File: src/hw/sadc_pkg.sv
package sadc_pkg;

    // ==========================================================
    // Register map (byte offsets on the plain register port)
    // ==========================================================
    localparam logic [7:0] OFF_MODE   = 8'h80;
    localparam logic [7:0] OFF_CHAN   = 8'h81;
    localparam logic [7:0] OFF_RESULT = 8'h82;
    localparam logic [7:0] OFF_STATUS = 8'h83;

    // Field positions and reset values
    localparam int         MODE_EN_BIT   = 7;
    localparam int         MODE_TSEL_LSB = 3;
    localparam int         STAT_FLAG_BIT = 0;
    localparam int         STAT_BUSY_BIT = 1;
    localparam logic [7:0] MODE_RST      = 8'h00;
    localparam logic [3:0] CHAN_RST      = 4'h0;
    localparam logic [7:0] RESULT_RST    = 8'h00;

    // ==========================================================
    // Timing: conversion split into 12 equal units
    // ==========================================================
    localparam int         CONV_UNITS   = 12;
    localparam int         SAMPLE_UNITS = 4;
    localparam logic [3:0] SAMPLE_LAST  = 4'(SAMPLE_UNITS - 1);
    localparam logic [3:0] LAST_UNIT    = 4'(CONV_UNITS - 1);
    localparam int         CLKS_144     = 144;
    localparam int         CLKS_120     = 120;
    localparam int         CLKS_96      = 96;
    localparam int         CLKS_72      = 72;
    localparam int         CLKS_60      = 60;
    localparam int         CLKS_48      = 48;
    localparam logic [7:0] SAR_MSB      = 8'h80;

    typedef enum logic [0:0] {
        SADC_IDLE = 1'b0,
        SADC_CONV = 1'b1
    } sadc_mode_t;

    typedef struct packed {
        logic       load;
        logic       step;
        logic [2:0] bitn;
        logic       comp;
    } sadc_sar_ctl_t;

    typedef struct packed {
        sadc_mode_t mode;
        logic [3:0] unit;
        logic       en;
        logic [2:0] tsel;
        logic [3:0] chan;
        logic [7:0] result;
        logic       flag;
        logic       irq;
        logic [7:0] rdata;
        logic       sample;
    } sadc_state_t;

    // Clocks per unit for a conversion-time code
    function automatic logic [3:0] sadc_unit_len(
        input logic [2:0] tsel);
        case (tsel)
            3'h1:    return 4'(CLKS_120 / CONV_UNITS);
            3'h2:    return 4'(CLKS_96 / CONV_UNITS);
            3'h4:    return 4'(CLKS_72 / CONV_UNITS);
            3'h5:    return 4'(CLKS_60 / CONV_UNITS);
            3'h6:    return 4'(CLKS_48 / CONV_UNITS);
            default: return 4'(CLKS_144 / CONV_UNITS);
        endcase
    endfunction

    // Resolve trial bit b from comparator, trial-set next bit
    function automatic logic [7:0] sadc_resolve(
        input logic [7:0] v,
        input logic [2:0] b,
        input logic       c);
        logic [7:0] r;
        r    = v;
        r[b] = c;
        if (b != 3'h0) begin
            r[b - 3'h1] = 1'b1;
        end
        return r;
    endfunction

endpackage

File: src/hw/sadc_sar.sv
`timescale 1ns/10ps
module sadc_sar
    import sadc_pkg::*;
(
    input  wire logic          clk,
    input  wire logic          rst_n,
    input  sadc_sar_ctl_t      ctl,
    output logic         [7:0] q
);
    // ==========================================================
    // Approximation register
    // ==========================================================
    logic [7:0] q_d;

    // Load trial MSB, then one resolve per bit unit
    always_comb begin
        q_d = q;
        if (ctl.load) begin
            q_d = SAR_MSB;
        end else if (ctl.step) begin
            q_d = sadc_resolve(q, ctl.bitn, ctl.comp);
        end
    end

    always_ff @(posedge clk or negedge rst_n) begin
        if (!rst_n) begin
            q <= 8'h00;
        end else begin
            q <= q_d;
        end
    end

endmodule

File: src/hw/sadc_tick.sv
`timescale 1ns/10ps
module sadc_tick
    import sadc_pkg::*;
#(
    parameter int W = 4
) (
    input  wire logic         clk,
    input  wire logic         rst_n,
    input  wire logic         en,
    input  wire logic         clr,
    input  wire logic [W-1:0] len,
    output logic              tick
);
    // ==========================================================
    // Unit divider: one-cycle enable every len clocks
    // ==========================================================
    logic [W-1:0] cnt_q;
    logic [W-1:0] cnt_d;

    // Not gated by clr: a write on the last unit must still see the due end
    assign tick = en && (cnt_q == len - W'(1));

    // Clear wins so a restart always gets a full first unit
    always_comb begin
        cnt_d = cnt_q;
        if (clr) begin
            cnt_d = '0;
        end else if (tick) begin
            cnt_d = '0;
        end else if (en) begin
            cnt_d = cnt_q + W'(1);
        end
    end

    always_ff @(posedge clk or negedge rst_n) begin
        if (!rst_n) begin
            cnt_q <= '0;
        end else begin
            cnt_q <= cnt_d;
        end
    end

endmodule

File: src/hw/sadc_top.sv
// Function
// Software selects one of eight inputs
// Sample fixed time, then hold until done
// After sampling set MSB, tap at half
// Keep MSB if input above tap
// Trial bit 6 at three or one quarter
// Same procedure down to bit 0
// Latch result and raise irq together
// Restart at once while enabled
// Mode or channel write aborts, restarts
// Writing enable zero stops immediately
// Only software enable write starts conversion
// Result is rounded ratiometric 8-bit code
// Result undefined until first conversion
// Coincident read returns old result first
// Coincident control write suppresses result, irq
// External trigger ignored during conversion
// Channel write keeps done flag
// Software clears flag before re-enabling
// Standby halts sequencer
// Avoid digital read of analog pin
// Time code selects total conversion clocks
// Low three channel bits select input
// Enable is mode bit 7, reset zero
// Result invalid right after enabling
// Clock counter times whole conversion
// Done flag sticky until software clears
//
// The strobed register port and the placing of the registers are this design's own decisions.
`timescale 1ns/10ps
module sadc_top
    import sadc_pkg::*;
(
    input  wire logic       REF_CLK,
    input  wire logic       RESETN,
    input  wire logic [7:0] ADDR,
    input  wire logic [7:0] WDATA,
    input  wire logic       WR,
    input  wire logic       RD,
    output logic      [7:0] RDATA,
    input  wire logic       COMP_IN,
    input  wire logic       STANDBY,
    output logic            SAMPLE_HOLD,
    output logic      [7:0] TAP_SEL,
    output logic      [2:0] CHAN_SEL,
    output logic            LADDER_EN,
    output logic            CONV_DONE_IRQ,
    output logic            CONV_DONE_FLAG
);
    // ==========================================================
    // State and decode
    // ==========================================================
    sadc_state_t   st_q;
    sadc_state_t   st_d;
    sadc_sar_ctl_t sar_ctl;
    logic [7:0]    sar_q;
    logic          tick;
    logic          tick_clr;
    logic          wr_mode;
    logic          wr_chan;
    logic          wr_stat;
    logic          busy;
    logic          run;
    logic          last_tick;
    logic          done_ok;
    logic          ctl_wr;

    assign wr_mode   = WR && (ADDR == OFF_MODE);
    assign wr_chan   = WR && (ADDR == OFF_CHAN);
    assign wr_stat   = WR && (ADDR == OFF_STATUS);
    assign busy      = (st_q.mode == SADC_CONV);
    // Standby freezes the unit divider, unit count and SAR mid-conversion
    assign run       = busy && !STANDBY;
    assign last_tick = tick && (st_q.unit == LAST_UNIT);
    // Mode or channel write: aborts whatever unit is due
    assign ctl_wr    = wr_mode || wr_chan;
    // A control write in the last cycle beats the result
    assign done_ok   = last_tick && !ctl_wr;

    // ==========================================================
    // Unit divider and approximation register
    // ==========================================================
    sadc_tick #(
        .W     (4)
    ) u_tick (
        .clk   (REF_CLK),
        .rst_n (RESETN),
        .en    (run),
        .clr   (tick_clr),
        .len   (sadc_unit_len(st_q.tsel)),
        .tick  (tick)
    );

    sadc_sar u_sar (
        .clk   (REF_CLK),
        .rst_n (RESETN),
        .ctl   (sar_ctl),
        .q     (sar_q)
    );

    // Drive the approximation register from the unit count
    always_comb begin
        // An aborting write must not step a conversion it cancels
        sar_ctl.load = tick && !ctl_wr && (st_q.unit == SAMPLE_LAST);
        sar_ctl.step = tick && !ctl_wr && (st_q.unit > SAMPLE_LAST);
        sar_ctl.bitn = 3'(LAST_UNIT - st_q.unit);
        sar_ctl.comp = COMP_IN;
    end

    // ==========================================================
    // Sequencer and register file
    // ==========================================================
    always_comb begin
        st_d       = st_q;
        st_d.irq   = 1'b0;
        st_d.rdata = 8'h00;
        tick_clr   = 1'b0;

        // Count units; the sample phase ends into hold
        if (tick) begin
            st_d.unit = st_q.unit + 4'h1;
            if (st_q.unit == SAMPLE_LAST) begin
                st_d.sample = 1'b0;
            end
        end

        // End of conversion: latch, flag, go again
        if (last_tick) begin
            st_d.unit   = 4'h0;
            st_d.sample = 1'b1;
            tick_clr    = 1'b1;
        end
        if (done_ok) begin
            // Final bit resolved straight from the comparator
            st_d.result = {sar_q[7:1], COMP_IN};
            st_d.flag   = 1'b1;
            st_d.irq    = 1'b1;
        end

        // Status write clears the flag unless a set coincides
        if (wr_stat && WDATA[STAT_FLAG_BIT] && !done_ok) begin
            st_d.flag = 1'b0;
        end

        // Channel write: new input, flag untouched
        if (wr_chan) begin
            st_d.chan = WDATA[3:0];
        end

        // Mode write: time code and enable
        if (wr_mode) begin
            st_d.en   = WDATA[MODE_EN_BIT];
            st_d.tsel = WDATA[MODE_TSEL_LSB +: 3];
        end

        // Any control write restarts or stops the sequence
        if (wr_mode || wr_chan) begin
            tick_clr    = 1'b1;
            st_d.unit   = 4'h0;
            st_d.sample = 1'b1;
            if (wr_mode) begin
                // Only software enable starts; no trigger input
                st_d.mode = WDATA[MODE_EN_BIT] ? SADC_CONV
                                               : SADC_IDLE;
            end else begin
                st_d.mode = st_q.en ? SADC_CONV : SADC_IDLE;
            end
            if (st_d.mode == SADC_IDLE) begin
                st_d.sample = 1'b0;
            end
        end

        // Read data from the old state, so a read beside
        // completion sees the previous result
        if (RD) begin
            unique case (ADDR)
                OFF_MODE:   st_d.rdata = {st_q.en, 1'b0, st_q.tsel,
                                          3'h0};
                OFF_CHAN:   st_d.rdata = {4'h0, st_q.chan};
                OFF_RESULT: st_d.rdata = st_q.result;
                OFF_STATUS: st_d.rdata = {6'h00, busy, st_q.flag};
                default:    st_d.rdata = 8'h00;
            endcase
        end
    end

    // Single register stage for the whole state
    always_ff @(posedge REF_CLK or negedge RESETN) begin
        if (!RESETN) begin
            st_q        <= '0;
            st_q.mode   <= SADC_IDLE;
            st_q.en     <= MODE_RST[MODE_EN_BIT];
            st_q.tsel   <= MODE_RST[MODE_TSEL_LSB +: 3];
            st_q.chan   <= CHAN_RST;
            st_q.result <= RESULT_RST;
        end else begin
            st_q <= st_d;
        end
    end

    // ==========================================================
    // Outputs
    // ==========================================================
    assign RDATA          = st_q.rdata;
    assign SAMPLE_HOLD    = st_q.sample;
    assign TAP_SEL        = sar_q;
    assign CHAN_SEL       = st_q.chan[2:0];
    assign LADDER_EN      = st_q.en;
    assign CONV_DONE_IRQ  = st_q.irq;
    assign CONV_DONE_FLAG = st_q.flag;

    // Cycle counter inside one conversion, for timing checks
    logic [7:0] conv_clks_q;
    always_ff @(posedge REF_CLK or negedge RESETN) begin
        if (!RESETN) begin
            conv_clks_q <= 8'h00;
        end else if (tick_clr || !busy) begin
            conv_clks_q <= 8'h00;
        end else if (run) begin
            conv_clks_q <= conv_clks_q + 8'h01;
        end
    end
endmodule
File: config.mk
export PLATFORM = sky130hd
export DESIGN_NAME = sadc_top
export DESIGN_NICKNAME = d
export VERILOG_FILES = /design/src/hw/sadc_pkg.sv /design/src/hw/sadc_sar.sv /design/src/hw/sadc_tick.sv /design/src/hw/sadc_top.sv
export SDC_FILE = /design/constraint.sdc
export NUM_CORES = 1
export LEC_CHECK = 0
export BUFFER_PORTS_ARGS = -buffer_cell sky130_fd_sc_hd__buf_4
export CORE_AREA = 2 2 71 73
export DETAILED_ROUTE_END_ITERATION = 16
export DIE_AREA = 0 0 73 75
export PLACE_DENSITY_LB_ADDON = 0.12
export SYNTH_ARGS = -nofsm -noshare
export SYNTH_HDL_FRONTEND = slang
export SYNTH_HIERARCHICAL = 1
export SYNTH_SLANG_ARGS = --single-unit
File: constraint.sdc
create_clock -name REF_CLK -period 3.7 [get_ports REF_CLK]
set_clock_uncertainty 0.15 [all_clocks]
set_input_delay 0.555 -clock REF_CLK [delete_from_list [all_inputs] [get_ports REF_CLK]]
set_output_delay 0.555 -clock REF_CLK [all_outputs]
set_load 0.05 [all_outputs]
==> flow_metrics.env <==
export IMPL_rows=25
export IMPL_yosys_register_bits=44
export IMPL_worst_ep_required_time_ns=3.73
export IMPL_synth_mux_area_share_pct=13.2
export IMPL_min_path_type="in -> async"
export IMPL_cp_cell_sequence="xnor2_1 > nor2_1 > inv_1 > ha_1 > xor2_1 > nand3_1 > nor3_2 > nand4b_1 > a21oi_2 > mux2_2"
export IMPL_synth_seq_area_share_pct=43.5
export IMPL_cp_arrival_ns=3.21
export IMPL_num_nets_final=299
export IMPL_path_buf_inv=1
export IMPL_root_buffer="clkbuf_8"
export IMPL_design_area_sq_um=2910
export IMPL_dr_pass1_iters=4
export IMPL_synth_cells=238
export IMPL_syn_area_sq_um=2530
export IMPL_total_power_uw=1000
export IMPL_yosys_area_share_adder_pct=2.47
export IMPL_synth_simple_area_share_pct=21.2
export IMPL_worst_setup_path_end_kind="flip-flop"
export IMPL_fin_crit_ns=3.19
export IMPL_drc=0
export IMPL_ioPinCount=45
export IMPL_crit_fanout=9
export IMPL_grt_pass1_vias=1759
export IMPL_synth_xor_area_share_pct=3.46
export IMPL_synth_async_reset_ratio_pct=100
export IMPL_via_per_inst=5.62
export IMPL_wl_mm=4.94
export IMPL_antennaDiodeCount=0
export IMPL_track_usage_pct=19.6
export IMPL_fin_util_pct=62.5
export IMPL_cts_setup_buffers=0
export IMPL_synth_fp_nets=265
export IMPL_start_util_pct=54.4
export IMPL_antenna_found_initial=0
export IMPL_clk_latency_ns=0.29
export IMPL_die_h_um=75
export IMPL_slew_violations=0
export IMPL_synth_compound_area_share_pct=9.78
export IMPL_grt_max_degree=45
export IMPL_synth_ff_type="dfrtp_1"
export IMPL_numClockSinks=44
export IMPL_finalCritPeriodShare_pct=86.1
export IMPL_cts_tree="done"
export IMPL_cts_clk_slew_worst_paths_ns=0.08
export IMPL_whs_ns=0.0998
export IMPL_synth_edf_count=0
export IMPL_drive_gt1_share_pct=32.4
export IMPL_cp_slowest_cell="dfrtp_1"
export IMPL_nFillCells=395
export IMPL_clock_path_buffers=2
export IMPL_syn_to_final_growth_pct=15.0
export IMPL_worst_pin_slew_ns=0.654
export IMPL_crit_path_start_kind="flip-flop"
export IMPL_ant_nets=0
export IMPL_io_buffers=43
export IMPL_wl_per_cell_um=15.2
export IMPL_dp_hpwl_mm=3.62
export IMPL_setup_violations=0
export IMPL_maxSlewHeadroom_pct=56.4
export IMPL_max_cap_viol_count=0
export IMPL_die_area_sq_um=5480
export IMPL_core_area_sq_um=4660
export IMPL_htree_levels=2
export IMPL_routabilityCongestion=0.812
export IMPL_fmaxAchievable_mhz=314
export IMPL_drtIter0Drc=101
export IMPL_dr_total_vias=1831
export IMPL_hold_violations=0
export IMPL_finalSetupTns_ns=0
export IMPL_ctsHoldBuffers=0
export IMPL_die_w_um=73
export IMPL_rsz0062_at_grt="false"
export IMPL_cts_buffers_inserted=5
export IMPL_total_leakage_power_uw=0.00136
export IMPL_yosysUniqueCellTypes=51
export IMPL_avgSynthCellArea_sq_um=10.6
export IMPL_cpPeakStageDelay_ns=0.46
export IMPL_synth_top_family_by_area="simple AND/OR/NAND/NOR gates"
export IMPL_critical_path_class="reg -> reg"
export IMPL_cts_resized=0
export IMPL_grt_ovfl_total=0
export IMPL_place_area_sq_um=2820
export IMPL_grt_pass1_wl_mm=8.25
export IMPL_outcome="completed"
export IMPL_crit_family="simple AND/OR/NAND/NOR gates"
export IMPL_vdd_drop_max_mv=0.166
export IMPL_yosys_warnings=6
export IMPL_power_per_cell_area_nw_per_um2=344
[per-layer routing]
metal / global-route usage (%) / part of all wire, % / vias up
li1: - / - / 912
met1: 26.2 / 47 / 872
met2: 31.5 / 48 / 40
met3: 4.95 / 4.0 / 7
met4: 6.38 / 1.1 / 0
met5: 0 / 0 / -
[worst reg2reg max path, delay by kind of cell, from the launching register on]
family / cells / cell delay, ns
buffers and inverters: 1 / 0.06
multiplexers: 1 / 0.39
flip-flops: 1 / 0.46
AND/OR/NAND/NOR: 4 / 0.98
XOR/XNOR: 2 / 0.31
adder cells (fa/ha/maj): 1 / 0.28
AO/OA/AOI/OAI: 1 / 0.43
[area by class of cell]
class | count | area, sq um | share of cell area, %
clock buffer | 7 | 96.3 | 3.31
inverter | 7 | 26.3 | 0.902
multi-input combinational | 167 | 1270 | 43.6
sequential | 44 | 1100 | 37.8
tap | 54 | 67.6 | 2.32
timing repair buffer | 47 | 353 | 12.1
[placed cells by master, fill, tap and decap left out, drive strengths merged, types with 5 or more instances in the layout]
master | Yosys | final
mux2 | 19 | 19
inv | 7 | 7
buf | 17 | 47
o21ai | 9 | 9
dfrtp | 44 | 44
nor2b | 8 | 8
nand2 | 8 | 8
clkbuf | 3 | 7
nor2 | 27 | 27
ha | 5 | 5
xor2 | 7 | 7
a21oi | 8 | 8
mux2i | 12 | 12
nor3 | 7 | 7
[cells in the mapped netlist (3+ instances only)]
master	count	area, sq um
nor2_1	27	101
nor3_2	3	30.0
mux2i_1	12	120
o21ai_0	8	40.0
a21oi_1	7	35.0
a211oi_1	3	22.5
inv_1	7	26.3
nor3b_2	4	50.1
a311oi_1	4	35.0
nand2b_1	4	25.0
nand3_1	4	20.0
nor2b_1	8	50.1
nor3_1	3	15.0
nand3b_1	4	30.0
nand2_1	8	30.0
dfrtp_1	44	1100
buf_4	14	105
o22ai_1	3	18.8
a22oi_1	4	30.0
xnor2_1	3	26.3
ha_1	5	62.6
nand4_1	3	18.8
xor2_1	7	61.3
mux2_2	19	214
[worst paths after layout]
check | start | to | slack, ns | cells after the start
worst min-delay path | RESETN | st_q[28] | 0.1 | 1
max in group asynchronous | RESETN | st_q[22] | 2.91 | 1
min in group REF_CLK | WR | CONV_DONE_FLAG | 0.34 | 2
worst max register to register | st_q[23] | st_q[16] | 0.51 | 10
worst min register to register | st_q[12] | st_q[12] | 0.36 | 1
worst max-delay path | st_q[23] | st_q[16] | 0.51 | 10
[kinds of logic after synthesis]
group                      after synthesis
buffers and inverters                   27
DFF                                     44
xor gates and xnor gates                10
adders and majority gates                5
and+or+nand+nor                         84
muxes                                   31
AOI/OAI and AO/OA                       37
[registers in the layout (all words and copies together), names as in the netlist]
| register | cells |
|---|---|
| busy | 1 |
| u_tick/cnt_q | 4 |
| CONV_DONE_IRQ | 1 |
| RDATA | 8 |
| CHAN_SEL | 3 |
| st_q | 16 |
| LADDER_EN | 1 |
| CONV_DONE_FLAG | 1 |
| u_sar/q | 8 |
| SAMPLE_HOLD | 1 |
[power breakdown]
group          total (uW)  leakage, uW  switching (uW)  internal, uW
Sequential            531     0.000604            27.1           504
Clock                 320    0.0000503             154           166
Combinational         152     0.000704            82.1          69.5
[stage by stage]
| step | cells | worst slack, ns |
|---|---|---|
| after floorplan | 238 | 0.776 |
| after detailed placement | 319 | 0.509 |
| after CTS | 326 | 0.500 |
| final | 326 | 0.514 |
| after global routing | 326 | 0.211 |
| after global placement | 319 | 0.577 |
Note: power is estimated with default switching activity, not from simulation.
